## src/logic/ees_pkg.sv

```systemverilog
/*
  Constants shared by the energy event status block: register offsets,
  field positions, widths, reset values, bus answers and state codes.
  Assumes a 32-bit AXI4-Lite register bus with byte addresses.
*/
package ees_pkg;

  // ****************************************************************
  // Bus geometry
  // ****************************************************************
  localparam int ADDR_W = 8;
  localparam int DATA_W = 32;
  localparam logic [ADDR_W-1:0] ADDR_WORD_MASK = 8'hFC;

  // ****************************************************************
  // Register offsets (byte addresses)
  // ****************************************************************
  localparam logic [ADDR_W-1:0] OFS_STATUS = 8'h00;
  localparam logic [ADDR_W-1:0] OFS_ACCUMULATION_MODE_REG = 8'h04;
  localparam logic [ADDR_W-1:0] OFS_SIGN = 8'h08;
  localparam logic [ADDR_W-1:0] OFS_PULSECFG = 8'h0C;

  // ****************************************************************
  // Register widths and reset values
  // ****************************************************************
  localparam int FLAG_W = 19;
  localparam int ACCUMULATION_MODE_REG_W = 8;
  localparam int SIGN_W = 9;
  localparam int PULSECFG_W = 12;
  localparam logic [FLAG_W-1:0] STATUS_RESET = 19'h00000;
  localparam logic [ACCUMULATION_MODE_REG_W-1:0] ACCUMULATION_MODE_REG_RESET = 8'h00;
  localparam logic [SIGN_W-1:0] SIGN_RESET = 9'h000;
  localparam logic [PULSECFG_W-1:0] PULSECFG_RESET = 12'h000;
  localparam logic [2:0] PULSE_PIN_RESET = 3'h7;

  // ****************************************************************
  // Status flag positions
  // ****************************************************************
  localparam int FLG_TOT_ACTIVE = 0;
  localparam int FLG_FUND_ACTIVE = 1;
  localparam int FLG_TOT_REACTIVE = 2;
  localparam int FLG_FUND_REACTIVE = 3;
  localparam int FLG_APPARENT = 4;
  localparam int FLG_LINE_CYCLE = 5;
  localparam int FLG_ACTIVE_SIGN = 6;
  localparam int FLG_SUM1_SIGN = 9;
  localparam int FLG_REACTIVE_SIGN = 10;
  localparam int FLG_SUM2_SIGN = 13;
  localparam int FLG_PULSE = 14;
  localparam int FLG_DSP_DONE = 17;
  localparam int FLG_SUM3_SIGN = 18;

  // ****************************************************************
  // Field positions in the other registers
  // ****************************************************************
  localparam int ACC_ACTIVE_SEL_BIT = 6;
  localparam int ACC_REACTIVE_SEL_BIT = 7;
  localparam int SGN_ACTIVE_LSB = 0;
  localparam int SGN_SUM1 = 3;
  localparam int SGN_REACTIVE_LSB = 4;
  localparam int SGN_SUM2 = 7;
  localparam int SGN_SUM3 = 8;
  localparam int PCFG_SEL1_LSB = 0;
  localparam int PCFG_SEL2_LSB = 3;
  localparam int PCFG_SEL3_LSB = 6;
  localparam int PCFG_DIS_LSB = 9;

  // ****************************************************************
  // Bus answers and state codes
  // ****************************************************************
  localparam logic [1:0] RESP_OKAY = 2'b00;
  localparam logic [1:0] RESP_SLVERR = 2'b10;

  typedef enum logic [2:0] {
    EES_SEL_NONE = 3'b000,
    EES_SEL_STATUS = 3'b001,
    EES_SEL_ACCUMULATION_MODE_REG = 3'b010,
    EES_SEL_SIGN = 3'b011,
    EES_SEL_PULSECFG = 3'b100
  } ees_sel_e;

  typedef enum logic [0:0] {
    EES_WR_IDLE = 1'b0,
    EES_WR_RESP = 1'b1
  } ees_wr_e;

endpackage

```

## src/logic/ees_change_det.sv

```systemverilog
/*
  Per-bit change or falling-edge detector with a primed flag.
  Assumes its input comes from logic on the same clock.
*/
`timescale 1ns/1ns

module ees_change_det #(
  parameter int W = 1,
  parameter bit FALL_ONLY = 1'b0
) (
  // Clock and reset
  input wire logic clk,
  input wire logic reset,
  // Watched value and result
  input wire logic [W-1:0] value,
  output logic [W-1:0] changed,
  output logic primed
);

  logic [W-1:0] prev_reg;
  logic [W-1:0] prev_next;
  logic primed_reg;
  logic primed_next;

  // Previous sample; priming stops a false event on the first sample
  always_comb
  begin
    prev_next = value;
    primed_next = 1'b1;
  end

  always_ff @(posedge clk or posedge reset)
  begin
    if (reset)
    begin
      prev_reg <= '0;
      primed_reg <= 1'b0;
    end
    else
    begin
      prev_reg <= prev_next;
      primed_reg <= primed_next;
    end
  end

  // Edge compare against the stored sample
  assign changed = FALL_ONLY ? (prev_reg & ~value & {W{primed_reg}})
                             : ((prev_reg ^ value) & {W{primed_reg}});
  assign primed = primed_reg;

endmodule

```

## src/logic/ees_status_top.sv

```systemverilog
/*
  Energy event status flags with sign, accumulation mode and pulse
  configuration registers behind an AXI4-Lite slave.
  Assumes all event and sign inputs come from logic on clk and that
  line_cycle_end, dsp_pass_done are single-cycle pulses.
*/
// The AXI4-Lite interface to the registers and the register offsets were left to the implementer.
`timescale 1ns/1ns

// Notes on behaviour
// - Flag 3 on fundamental reactive bit 30 change
// - Flag 4 on apparent energy bit 30 change
// - Flag 5 at line-cycle end in mode
// - Flags 6-8 on chosen active sign change
// - Active signs shown in sign bits 0-2
// - Flags 10-12 on chosen reactive sign change
// - Flag 9 and sign bit 3 for sum 1
// - Flag 13 and sign bit 7 for sum 2
// - Flag 18 and sign bit 8 for sum 3
// - Flags 14-16 on pulse generator falling edges
// - Pulse flags set even when pin disabled
// - Pulse outputs follow their 3-bit power selects
// - Flag 17 when a DSP pass completes
// - Status bits 31 to 19 read zero
// - Flags 0-2 on active and reactive bit 30
module ees_status_top #(
  parameter bit HAS_FUND = 1'b1,
  parameter bit HAS_REACTIVE = 1'b1
) (
  // Clock and reset
  input wire logic clk,
  input wire logic reset,
  // AXI4-Lite write channels
  input wire logic [ees_pkg::ADDR_W-1:0] s_axi_awaddr,
  input wire logic s_axi_awvalid,
  output logic s_axi_awready,
  input wire logic [ees_pkg::DATA_W-1:0] s_axi_wdata,
  input wire logic [3:0] s_axi_wstrb,
  input wire logic s_axi_wvalid,
  output logic s_axi_wready,
  output logic [1:0] s_axi_bresp,
  output logic s_axi_bvalid,
  input wire logic s_axi_bready,
  // AXI4-Lite read channels
  input wire logic [ees_pkg::ADDR_W-1:0] s_axi_araddr,
  input wire logic s_axi_arvalid,
  output logic s_axi_arready,
  output logic [ees_pkg::DATA_W-1:0] s_axi_rdata,
  output logic [1:0] s_axi_rresp,
  output logic s_axi_rvalid,
  input wire logic s_axi_rready,
  // Bit 30 of each phase accumulator, index 0 is phase A
  input wire logic [2:0] tot_active_bit30,
  input wire logic [2:0] fund_active_bit30,
  input wire logic [2:0] tot_reactive_bit30,
  input wire logic [2:0] fund_reactive_energy_bit30,
  input wire logic [2:0] apparent_energy_bit30,
  // Line cycle accumulation
  input wire logic line_cycle_mode,
  input wire logic line_cycle_end,
  // Power signs, 1 means negative
  input wire logic [2:0] active_total_sign,
  input wire logic [2:0] active_fund_sign,
  input wire logic [2:0] reactive_total_sign,
  input wire logic [2:0] reactive_fund_sign,
  input wire logic [2:0] pulse_sum_sign,
  // Pulse generators and DSP
  input wire logic [2:0] pulse_gen_n,
  input wire logic dsp_pass_done,
  // Pulse pins and power selects
  output logic pulse_out1,
  output logic pulse_out2,
  output logic pulse_out3,
  output logic [2:0] pulse_out1_power_select,
  output logic [2:0] pulse_out2_power_select,
  output logic [2:0] pulse_out3_power_select
);

  // ****************************************************************
  // Declarations
  // ****************************************************************
  localparam int CHG_W = 24;

  logic [ees_pkg::FLAG_W-1:0] flags_reg, flags_next, set_vec, clr_vec;
  logic [ees_pkg::SIGN_W-1:0] sign_reg, sign_next;
  logic [2:0] pin_reg, pin_next;
  logic [ees_pkg::ACCUMULATION_MODE_REG_W-1:0] accumulation_mode_reg_reg, accumulation_mode_reg_next;
  logic [ees_pkg::PULSECFG_W-1:0] pcfg_reg, pcfg_next;
  logic [2:0] act_sel, reac_sel;
  logic [CHG_W-1:0] chg;
  logic [2:0] fall;
  logic chg_primed, fall_primed;
  ees_pkg::ees_wr_e wr_state_reg, wr_state_next;
  logic aw_held_reg, aw_held_next, w_held_reg, w_held_next;
  logic [ees_pkg::ADDR_W-1:0] waddr_reg, waddr_next;
  logic [ees_pkg::DATA_W-1:0] wdata_reg, wdata_next, wmask;
  logic [3:0] wstrb_reg, wstrb_next;
  logic awready_reg, awready_next, wready_reg, wready_next;
  logic bvalid_reg, bvalid_next, arready_reg, arready_next, rvalid_reg, rvalid_next;
  logic [1:0] bresp_reg, bresp_next, rresp_reg, rresp_next;
  logic [ees_pkg::DATA_W-1:0] rdata_reg, rdata_next;
  logic rd_status_reg, rd_status_next;
  ees_pkg::ees_sel_e wr_sel, rd_sel;

  // Word decode, shared by read and write paths; low address bits ignored
  function automatic ees_pkg::ees_sel_e ees_decode(input logic [ees_pkg::ADDR_W-1:0] addr);
    case (addr & ees_pkg::ADDR_WORD_MASK)
      ees_pkg::OFS_STATUS: ees_decode = ees_pkg::EES_SEL_STATUS;
      ees_pkg::OFS_ACCUMULATION_MODE_REG: ees_decode = ees_pkg::EES_SEL_ACCUMULATION_MODE_REG;
      ees_pkg::OFS_SIGN: ees_decode = ees_pkg::EES_SEL_SIGN;
      ees_pkg::OFS_PULSECFG: ees_decode = ees_pkg::EES_SEL_PULSECFG;
      default: ees_decode = ees_pkg::EES_SEL_NONE;
    endcase
  endfunction

  // ****************************************************************
  // Event detection
  // ****************************************************************
  // Source select for the per-phase signs; only the reactive select reads 0 when HAS_REACTIVE is off
  assign act_sel = accumulation_mode_reg_reg[ees_pkg::ACC_ACTIVE_SEL_BIT] ? active_fund_sign
                                                             : active_total_sign;
  assign reac_sel = !HAS_REACTIVE ? 3'h0 :
                    (accumulation_mode_reg_reg[ees_pkg::ACC_REACTIVE_SEL_BIT] ? reactive_fund_sign
                                                                : reactive_total_sign);

  // One detector for every level that flags on any change
  ees_change_det #(
    .W(CHG_W),
    .FALL_ONLY(1'b0)
  ) u_chg (
    .clk(clk),
    .reset(reset),
    .value({pulse_sum_sign, reac_sel, act_sel, apparent_energy_bit30,
            fund_reactive_energy_bit30, tot_reactive_bit30, fund_active_bit30,
            tot_active_bit30}),
    .changed(chg),
    .primed(chg_primed)
  );

  // Pulses are active low, so only the high-to-low edge counts
  ees_change_det #(
    .W(3),
    .FALL_ONLY(1'b1)
  ) u_fall (
    .clk(clk),
    .reset(reset),
    .value(pulse_gen_n),
    .changed(fall),
    .primed(fall_primed)
  );

  // ****************************************************************
  // Flags, signs and pulse pins
  // ****************************************************************
  // Set wins over a same-cycle clear so no event is lost
  always_comb
  begin
    set_vec = '0;
    set_vec[ees_pkg::FLG_TOT_ACTIVE] = |chg[2:0];
    set_vec[ees_pkg::FLG_FUND_ACTIVE] = HAS_FUND && (|chg[5:3]);
    set_vec[ees_pkg::FLG_TOT_REACTIVE] = HAS_REACTIVE && (|chg[8:6]);
    set_vec[ees_pkg::FLG_FUND_REACTIVE] = HAS_FUND && (|chg[11:9]);
    set_vec[ees_pkg::FLG_APPARENT] = |chg[14:12];
    set_vec[ees_pkg::FLG_LINE_CYCLE] = line_cycle_mode && line_cycle_end;
    set_vec[ees_pkg::FLG_ACTIVE_SIGN +: 3] = chg[17:15];
    set_vec[ees_pkg::FLG_REACTIVE_SIGN +: 3] = chg[20:18];
    set_vec[ees_pkg::FLG_SUM1_SIGN] = chg[21];
    set_vec[ees_pkg::FLG_SUM2_SIGN] = chg[22];
    set_vec[ees_pkg::FLG_SUM3_SIGN] = chg[23];
    set_vec[ees_pkg::FLG_PULSE +: 3] = fall;
    set_vec[ees_pkg::FLG_DSP_DONE] = dsp_pass_done;
    flags_next = (flags_reg & ~clr_vec) | set_vec;
    sign_next = sign_reg;
    sign_next[ees_pkg::SGN_ACTIVE_LSB +: 3] = act_sel;
    sign_next[ees_pkg::SGN_REACTIVE_LSB +: 3] = reac_sel;
    sign_next[ees_pkg::SGN_SUM1] = pulse_sum_sign[0];
    sign_next[ees_pkg::SGN_SUM2] = pulse_sum_sign[1];
    sign_next[ees_pkg::SGN_SUM3] = pulse_sum_sign[2];
    // A disabled pin idles high; its flag still comes from the generator
    for (int i = 0; i < 3; i++)
    begin
      pin_next[i] = pulse_gen_n[i] | pcfg_reg[ees_pkg::PCFG_DIS_LSB + i];
    end
  end

  always_ff @(posedge clk or posedge reset)
  begin
    if (reset)
    begin
      flags_reg <= ees_pkg::STATUS_RESET;
      sign_reg <= ees_pkg::SIGN_RESET;
      pin_reg <= ees_pkg::PULSE_PIN_RESET;
    end
    else
    begin
      flags_reg <= flags_next;
      sign_reg <= sign_next;
      pin_reg <= pin_next;
    end
  end

  // ****************************************************************
  // AXI4-Lite slave and configuration registers
  // ****************************************************************
  // Address and data are taken in either order; one write answered at a time
  always_comb
  begin
    wr_state_next = wr_state_reg;
    aw_held_next = aw_held_reg;
    w_held_next = w_held_reg;
    waddr_next = waddr_reg;
    wdata_next = wdata_reg;
    wstrb_next = wstrb_reg;
    awready_next = awready_reg;
    wready_next = wready_reg;
    bvalid_next = bvalid_reg;
    bresp_next = bresp_reg;
    rvalid_next = rvalid_reg;
    rdata_next = rdata_reg;
    rresp_next = rresp_reg;
    rd_status_next = rd_status_reg;
    accumulation_mode_reg_next = accumulation_mode_reg_reg;
    pcfg_next = pcfg_reg;
    clr_vec = '0;
    wr_sel = ees_pkg::EES_SEL_NONE;
    rd_sel = ees_pkg::EES_SEL_NONE;
    wmask = {{8{wstrb_next[3]}}, {8{wstrb_next[2]}}, {8{wstrb_next[1]}}, {8{wstrb_next[0]}}};
    if (s_axi_awvalid && awready_reg)
    begin
      aw_held_next = 1'b1;
      waddr_next = s_axi_awaddr;
    end
    if (s_axi_wvalid && wready_reg)
    begin
      w_held_next = 1'b1;
      wdata_next = s_axi_wdata;
      wstrb_next = s_axi_wstrb;
      wmask = {{8{s_axi_wstrb[3]}}, {8{s_axi_wstrb[2]}}, {8{s_axi_wstrb[1]}},
               {8{s_axi_wstrb[0]}}};
    end
    case (wr_state_reg)
      ees_pkg::EES_WR_IDLE:
      begin
        if (aw_held_next && w_held_next)
        begin
          wr_sel = ees_decode(waddr_next);
          case (wr_sel)
            ees_pkg::EES_SEL_STATUS:
              clr_vec = wdata_next[ees_pkg::FLAG_W-1:0] & wmask[ees_pkg::FLAG_W-1:0];
            ees_pkg::EES_SEL_ACCUMULATION_MODE_REG:
              accumulation_mode_reg_next = (accumulation_mode_reg_reg & ~wmask[ees_pkg::ACCUMULATION_MODE_REG_W-1:0])
                           | (wdata_next[ees_pkg::ACCUMULATION_MODE_REG_W-1:0]
                              & wmask[ees_pkg::ACCUMULATION_MODE_REG_W-1:0]);
            ees_pkg::EES_SEL_PULSECFG:
              pcfg_next = (pcfg_reg & ~wmask[ees_pkg::PULSECFG_W-1:0])
                        | (wdata_next[ees_pkg::PULSECFG_W-1:0]
                           & wmask[ees_pkg::PULSECFG_W-1:0]);
            default:
              clr_vec = '0;
          endcase
          bresp_next = (wr_sel == ees_pkg::EES_SEL_NONE) ? ees_pkg::RESP_SLVERR
                                                         : ees_pkg::RESP_OKAY;
          bvalid_next = 1'b1;
          aw_held_next = 1'b0;
          w_held_next = 1'b0;
          awready_next = 1'b0;
          wready_next = 1'b0;
          wr_state_next = ees_pkg::EES_WR_RESP;
        end
        else
        begin
          awready_next = !aw_held_next;
          wready_next = !w_held_next;
        end
      end
      ees_pkg::EES_WR_RESP:
      begin
        if (s_axi_bready)
        begin
          bvalid_next = 1'b0;
          awready_next = 1'b1;
          wready_next = 1'b1;
          wr_state_next = ees_pkg::EES_WR_IDLE;
        end
      end
      default:
      begin
        bvalid_next = 1'b0;
        wr_state_next = ees_pkg::EES_WR_IDLE;
      end
    endcase
    // Reads never clear flags; clearing is by write only
    if (rvalid_reg && s_axi_rready)
    begin
      rvalid_next = 1'b0;
    end
    if (s_axi_arvalid && arready_reg)
    begin
      rd_sel = ees_decode(s_axi_araddr);
      rvalid_next = 1'b1;
      rdata_next = '0;
      rresp_next = ees_pkg::RESP_OKAY;
      rd_status_next = (rd_sel == ees_pkg::EES_SEL_STATUS);
      case (rd_sel)
        ees_pkg::EES_SEL_STATUS: rdata_next[ees_pkg::FLAG_W-1:0] = flags_reg;
        ees_pkg::EES_SEL_ACCUMULATION_MODE_REG: rdata_next[ees_pkg::ACCUMULATION_MODE_REG_W-1:0] = accumulation_mode_reg_reg;
        ees_pkg::EES_SEL_SIGN: rdata_next[ees_pkg::SIGN_W-1:0] = sign_reg;
        ees_pkg::EES_SEL_PULSECFG: rdata_next[ees_pkg::PULSECFG_W-1:0] = pcfg_reg;
        default: rresp_next = ees_pkg::RESP_SLVERR;
      endcase
    end
    arready_next = !rvalid_next;
  end

  always_ff @(posedge clk or posedge reset)
  begin
    if (reset)
    begin
      wr_state_reg <= ees_pkg::EES_WR_IDLE;
      aw_held_reg <= 1'b0;
      w_held_reg <= 1'b0;
      waddr_reg <= '0;
      wdata_reg <= '0;
      wstrb_reg <= '0;
      awready_reg <= 1'b0;
      wready_reg <= 1'b0;
      bvalid_reg <= 1'b0;
      bresp_reg <= ees_pkg::RESP_OKAY;
      arready_reg <= 1'b0;
      rvalid_reg <= 1'b0;
      rdata_reg <= '0;
      rresp_reg <= ees_pkg::RESP_OKAY;
      rd_status_reg <= 1'b0;
      accumulation_mode_reg_reg <= ees_pkg::ACCUMULATION_MODE_REG_RESET;
      pcfg_reg <= ees_pkg::PULSECFG_RESET;
    end
    else
    begin
      wr_state_reg <= wr_state_next;
      aw_held_reg <= aw_held_next;
      w_held_reg <= w_held_next;
      waddr_reg <= waddr_next;
      wdata_reg <= wdata_next;
      wstrb_reg <= wstrb_next;
      awready_reg <= awready_next;
      wready_reg <= wready_next;
      bvalid_reg <= bvalid_next;
      bresp_reg <= bresp_next;
      arready_reg <= arready_next;
      rvalid_reg <= rvalid_next;
      rdata_reg <= rdata_next;
      rresp_reg <= rresp_next;
      rd_status_reg <= rd_status_next;
      accumulation_mode_reg_reg <= accumulation_mode_reg_next;
      pcfg_reg <= pcfg_next;
    end
  end

  // Outputs straight from flops
  assign s_axi_awready = awready_reg;
  assign s_axi_wready = wready_reg;
  assign s_axi_bvalid = bvalid_reg;
  assign s_axi_bresp = bresp_reg;
  assign s_axi_arready = arready_reg;
  assign s_axi_rvalid = rvalid_reg;
  assign s_axi_rdata = rdata_reg;
  assign s_axi_rresp = rresp_reg;
  assign pulse_out1 = pin_reg[0];
  assign pulse_out2 = pin_reg[1];
  assign pulse_out3 = pin_reg[2];
  // The pulse generators take their power type from these fields
  assign pulse_out1_power_select = pcfg_reg[ees_pkg::PCFG_SEL1_LSB +: 3];
  assign pulse_out2_power_select = pcfg_reg[ees_pkg::PCFG_SEL2_LSB +: 3];
  assign pulse_out3_power_select = pcfg_reg[ees_pkg::PCFG_SEL3_LSB +: 3];

  // ****************************************************************
  // Assertions
  // ****************************************************************
  reserved_zero_a: assert property (@(posedge clk) disable iff (reset)
    (rvalid_reg && rd_status_reg) |-> (rdata_reg[31:ees_pkg::FLAG_W] == '0))
    else $error("reserved status bits not zero");
  line_cycle_a: assert property (@(posedge clk) disable iff (reset)
    $rose(flags_reg[ees_pkg::FLG_LINE_CYCLE]) |-> $past(line_cycle_mode && line_cycle_end))
    else $error("line cycle flag rose without its event");
  line_cycle_set_a: assert property (@(posedge clk) disable iff (reset)
    (line_cycle_mode && line_cycle_end) |=> flags_reg[ees_pkg::FLG_LINE_CYCLE])
    else $error("line cycle end missed");
  pulse_disabled_a: assert property (@(posedge clk) disable iff (reset)
    (fall_primed && $fell(pulse_gen_n[1]) && pcfg_reg[ees_pkg::PCFG_DIS_LSB + 1])
    |=> (flags_reg[ees_pkg::FLG_PULSE + 1] && pin_reg[1]))
    else $error("disabled pulse output lost its flag or drove low");
  sum_sign_a: assert property (@(posedge clk) disable iff (reset)
    (chg_primed && $changed(pulse_sum_sign[0]))
    |=> (flags_reg[ees_pkg::FLG_SUM1_SIGN]
         && sign_reg[ees_pkg::SGN_SUM1] == $past(pulse_sum_sign[0])))
    else $error("sum 1 sign change not flagged");
  sum3_sign_a: assert property (@(posedge clk) disable iff (reset)
    (chg_primed && $changed(pulse_sum_sign[2])) |=> flags_reg[ees_pkg::FLG_SUM3_SIGN])
    else $error("sum 3 sign change not flagged");
  active_sel_a: assert property (@(posedge clk) disable iff (reset)
    (chg_primed && accumulation_mode_reg_reg[ees_pkg::ACC_ACTIVE_SEL_BIT]
     && $stable(accumulation_mode_reg_reg[ees_pkg::ACC_ACTIVE_SEL_BIT]) && $changed(active_fund_sign[1]))
    |=> flags_reg[ees_pkg::FLG_ACTIVE_SIGN + 1])
    else $error("fundamental active sign change not flagged");
  flag_sticky_a: assert property (@(posedge clk) disable iff (reset)
    (flags_reg[ees_pkg::FLG_DSP_DONE] && !clr_vec[ees_pkg::FLG_DSP_DONE])
    |=> flags_reg[ees_pkg::FLG_DSP_DONE])
    else $error("flag dropped without a clear");
  flag_clear_a: assert property (@(posedge clk) disable iff (reset)
    (clr_vec[ees_pkg::FLG_APPARENT] && !set_vec[ees_pkg::FLG_APPARENT])
    |=> !flags_reg[ees_pkg::FLG_APPARENT] ##1 (bvalid_reg || !flags_reg[ees_pkg::FLG_APPARENT]
        || $past(set_vec[ees_pkg::FLG_APPARENT])))
    else $error("write one did not clear flag");
  flags_reset_a: assert property (@(posedge clk) reset |-> (flags_reg == '0))
    else $error("flags not zero in reset");
  variant_a: assert property (@(posedge clk) disable iff (reset)
    (HAS_FUND || !flags_reg[ees_pkg::FLG_FUND_REACTIVE])
    && (HAS_REACTIVE || (flags_reg[ees_pkg::FLG_REACTIVE_SIGN +: 3] == 3'h0)))
    else $error("flag set on a variant without that measurement");

  lc_c: cover property (@(posedge clk) disable iff (reset)
    $rose(flags_reg[ees_pkg::FLG_LINE_CYCLE]));
  pulse_dis_c: cover property (@(posedge clk) disable iff (reset)
    pcfg_reg[ees_pkg::PCFG_DIS_LSB] && fall[0]);
  write_c: cover property (@(posedge clk) disable iff (reset) bvalid_reg && s_axi_bready);
  read_c: cover property (@(posedge clk) disable iff (reset) rvalid_reg && rd_status_reg);

endmodule

```

## config.mk

```make
export PLATFORM = sky130hd
export DESIGN_NAME = ees_status_top
export DESIGN_NICKNAME = d
export VERILOG_FILES = /design/src/logic/ees_pkg.sv /design/src/logic/ees_change_det.sv /design/src/logic/ees_status_top.sv
export SDC_FILE = /design/constraint.sdc
export NUM_CORES = 1
export LEC_CHECK = 0
export ABC_AREA = 0
export BUFFER_PORTS_ARGS = -buffer_cell sky130_fd_sc_hd__buf_2
export CAP_MARGIN = 20
export CORE_MARGIN = 2
export CORE_UTILIZATION = 40
export DETAILED_ROUTE_END_ITERATION = 7
export SETUP_SLACK_MARGIN = 0.05
export SYNTH_ARGS = -nofsm -noshare
export SYNTH_HDL_FRONTEND = slang
export SYNTH_SLANG_ARGS = --single-unit
```

## constraint.sdc

```tcl
create_clock -name clk -period 6.45 [get_ports clk]
set_input_delay 1.935 -clock clk [delete_from_list [all_inputs] [get_ports clk]]
set_output_delay 1.935 -clock clk [all_outputs]
set_load 0.005 [all_outputs]
```

==> metrics.md <==
| Metric | Value |
|---|---|
| Mux contribution to synthesized area | `0.149` |
| CP endpoint kind | `register` |
| Vias | `3538` |
| Setup crit start kind | `input pin` |
| Tmin final | `3580 ps` |
| Max cap viols | `0` |
| CTS buffer count | `17` |
| Die H | `121 µm` |
| CTS tree | `yes` |
| Leak Pwr | `3.30 nW` |
| Flops & latches, synth | `127` |
| # rows | `42` |
| Nets | `649` |
| M1 GR Usage | `0.227` |
| Cell area after synthesis | `5440 µm²` |
| Ratio of cells with drive above 1 in the final layout | `0.385` |
| Die ar. | `14500 µm²` |
| Detail Route Antenna Nets | `0` |
| Final worst slack | `2870 ps` |
| Number of global-route vias before repair | `3705` |
| Depth of the CTS H-tree | `4` |
| Largest family of logic cells by synthesized area | `multiplexers` |
| Drt initial violations | `152` |
| Worst-case vdd ir drop | `0.206 mV` |
| Compound-Gate Fraction of Synth Area | `0.0700` |
| Cells after Synth | `441` |
| Pwr dens | `369 nW/µm²` |
| Port-buffer cells | `114` |
| Family with the most delay on the worst path | `simple AND/OR/NAND/NOR gates` |
| M3 GR Usage | `0.0509` |
| Area growth syn-to-layout | `22.1%` |
| Starting Density | `0.410` |
| Later-pin clock latency in the skew report | `410 ps` |
| Yosys warns | `0` |
| XOR/XNOR Fraction of Synth Area | `0.0322` |
| Critical Path Fanout Max | `8` |
| Post-Route Setup TNS | `0 ps` |
| Met2 global-route usage | `0.277` |
| Initial antenna violation count | `0` |
| Outcome | `complete, no violations` |
| Largest net degree at the start of global routing | `77` |
| Post-synthesis sequential area ratio | `0.585` |
| Drt wl/cell | `15.4 µm` |
| Tcrit/Tclk final | `0.556` |
| Total gr overflow | `0` |
| Setup CP Type | `input pin to register` |
| Worst Skew | `8.32 ps` |
| Routability Congestion | `0.796` |
| Simple-Gate Fraction of Synth Area | `0.102` |
| Overall routed net length | `11400 µm` |
| Synth unique cells | `40` |
| Worst-path cell with the longest stage delay | `nor4_1` |
| Layer with the highest usage | `met2` |
| Cells along the critical path | `buf_2 > nor4_1 > mux2i_1 > nor4_1 > o21bai_1` |
| Placement Setup Slack | `2430 ps` |
| Max Root-Sink Buffers | `2` |
| # resized after CTS | `0` |
| Required @ worst endpoint | `6710 ps` |
| Hold Vio Cnt, Final | `0` |
| Number of synthesized flops with an enable pin | `0` |
| Post-synthesis async set-or-reset flop share | `1.00` |
| Peak Freq | `279 MHz` |
| Syn Area/Cell | `12.3 µm²` |
| Total core area | `13200 µm²` |
| Routed vias/inst | `4.77` |
| Tot GR Track Use | `0.174` |
| Setup violation total in the final timing report | `0` |
| CTS Root Cell | `clkbuf_16` |
| DRT Pass-1 Iters | `4` |
| Top Ports | `148` |
| Clk slew on worst S/H paths | `50 ps` |
| Post-CTS Setup Inserts | `0` |
| Die W | `121 µm` |
| First-pass GRT wire length | `19200 µm` |
| Worst Path Arrival | `3840 ps` |
| Clock sinks | `127` |
| Cell mode on critical path | `nor4_1` |
| Worst slew pin tran | `942 ps` |
| Ant. Diodes | `0` |
| CP bufs+invs | `1` |
| Fin. max-slew vios | `0` |
| CTS Hold Bufs | `0` |
| Main synth FF type | `dfrtp_1` |
| Max-slew headroom | `0.366` |
| Worst hold path class | `register to register` |
| RSZ-0062 raised after global routing | `false` |
| Post-Synth Adder-Cell Area | `0` |
| CP peak stage delay | `900 ps` |
| Hpwl dp | `8120 µm` |
| DR DRC count | `0` |
| Fillers | `1207` |
-- placed cells by master, fill, tap and decap left out, types with 3 or more instances in the layout --
cell / Yosys / routed
clkinv_2: 0 / 6
a2bb2oi_1: 7 / 7
clkbuf_16: 0 / 17
buf_2: 4 / 114
nor4_1: 4 / 3
conb_1: 2 / 16
mux4_2: 8 / 8
nand3_1: 13 / 13
or2_2: 3 / 3
o21bai_1: 7 / 7
nor4_4: 3 / 3
mux2_2: 51 / 51
clkbuf_1: 9 / 4
a22oi_1: 4 / 4
xor2_1: 5 / 5
nand3b_1: 6 / 6
o21ai_0: 25 / 25
buf_4: 24 / 3
nand2_1: 53 / 53
o211ai_1: 4 / 4
o41ai_1: 4 / 4
mux2i_1: 4 / 4
nor2_1: 16 / 16
dfrtp_1: 124 / 124
inv_1: 25 / 24
dfstp_2: 3 / 3
xnor2_1: 15 / 15
-- metal layers --
| metal | vias to the layer above | share of wire |
|---|---|---|
| met1 | 1731 | 0.46 |
| li1 | 1705 | - |
| met2 | 90 | 0.48 |
| met3 | 12 | 0.049 |
| met4 | 0 | 0.013 |
| met5 | - | 0 |
-- power by group --
group	internal, W	switching (W)	leakage [nW]
registers	0.000965	0.0000860	1.51
logic	0.000240	0.000261	1.51
clock network	0.000582	0.000317	0.280
total	0.00179	0.000663	3.30
-- cells by family (layout without fill, tap and decap cells) --
| kind of cell | after synthesis | after routing |
|---|---|---|
| AOI/OAI and AO/OA | 58 | 58 |
| xor gates and xnor gates | 20 | 20 |
| buffers and inverters | 62 | 173 |
| DFF | 127 | 127 |
| muxes | 64 | 64 |
| other | 2 | 16 |
| and+or+nand+nor | 108 | 108 |
-- Yosys cell counts, types with 2 or more instances --
| master | count | area share |
|---|---|---|
| a21oi_1 | 2 | 0.0018 |
| a22oi_1 | 4 | 0.0055 |
| a2bb2oi_1 | 7 | 0.011 |
| and2_1 | 2 | 0.0023 |
| and3_1 | 2 | 0.0023 |
| buf_2 | 4 | 0.0037 |
| buf_4 | 24 | 0.033 |
| clkbuf_1 | 9 | 0.0062 |
| conb_1 | 2 | 0.0014 |
| dfrtp_1 | 124 | 0.57 |
| dfstp_2 | 3 | 0.015 |
| inv_1 | 25 | 0.017 |
| mux2_2 | 51 | 0.11 |
| mux2i_1 | 4 | 0.0074 |
| mux4_2 | 8 | 0.033 |
| nand2_1 | 53 | 0.037 |
| nand3_1 | 13 | 0.012 |
| nand3b_1 | 6 | 0.0083 |
| nor2_1 | 16 | 0.011 |
| nor4_1 | 4 | 0.0046 |
| nor4_4 | 3 | 0.012 |
| o211ai_1 | 4 | 0.0055 |
| o21ai_0 | 25 | 0.023 |
| o21bai_1 | 7 | 0.0097 |
| o41ai_1 | 4 | 0.0064 |
| or2_2 | 3 | 0.0035 |
| xnor2_1 | 15 | 0.024 |
| xor2_1 | 5 | 0.0081 |
-- worst min-delay path, delay by kind of cell, from the launching register on --
kind               cells  cell delay, ps
AOI/OAI and AO/OA      1              60
DFF                    1             330
and+or+nand+nor        1              50
-- worst paths after layout --
check | end | start | cells past startpoint | slack [ps]
max in group asynchronous | u_chg.prev_reg[18]$_DFF_PP0_ | reset | 3 | 3500
hold reg to reg | s_axi_rdata[15]$_DFFE_PP0P_ | s_axi_rdata[15]$_DFFE_PP0P_ | 2 | 470
min in group asynchronous | u_chg.prev_reg[3]$_DFF_PP0_ | reset | 2 | 1730
setup reg to reg | flags_reg[15]$_DFF_PP0_ | waddr_reg[6]$_DFF_PP0_ | 4 | 4130
setup / recovery | flags_reg[15]$_DFF_PP0_ | s_axi_awaddr[6] | 5 | 2870
hold / removal | s_axi_rdata[15]$_DFFE_PP0P_ | s_axi_rdata[15]$_DFFE_PP0P_ | 2 | 470
-- cell type report --
class / instances / area (µm²) / share of cell area
inverters: 25 / 96.3 / 0.0145
flip-flops and latches: 127 / 3180 / 0.480
clock inverters: 8 / 90.1 / 0.0136
clock buffers: 23 / 468 / 0.0705
well taps: 176 / 220 / 0.0332
multi-input cells: 266 / 1980 / 0.299
repair buffers: 117 / 593 / 0.0894
-- stage by stage --
| stage | utilization | power (W) | area, µm² | hold slack [ps] | cells |
|---|---|---|---|---|---|
| after floorplan | - | 0.00143 | 5490 | 459 | 455 |
| after global placement | 0.459 | 0.00155 | 6080 | 459 | 711 |
| after detailed placement | 0.459 | 0.00157 | 6080 | 458 | 711 |
| after CTS | 0.501 | 0.00249 | 6630 | 477 | 742 |
| after global routing | 0.501 | 0.00259 | 6630 | 497 | 742 |
| final | 0.501 | 0.00245 | 6630 | 470 | 742 |
(Power assumes the default switching activity.)
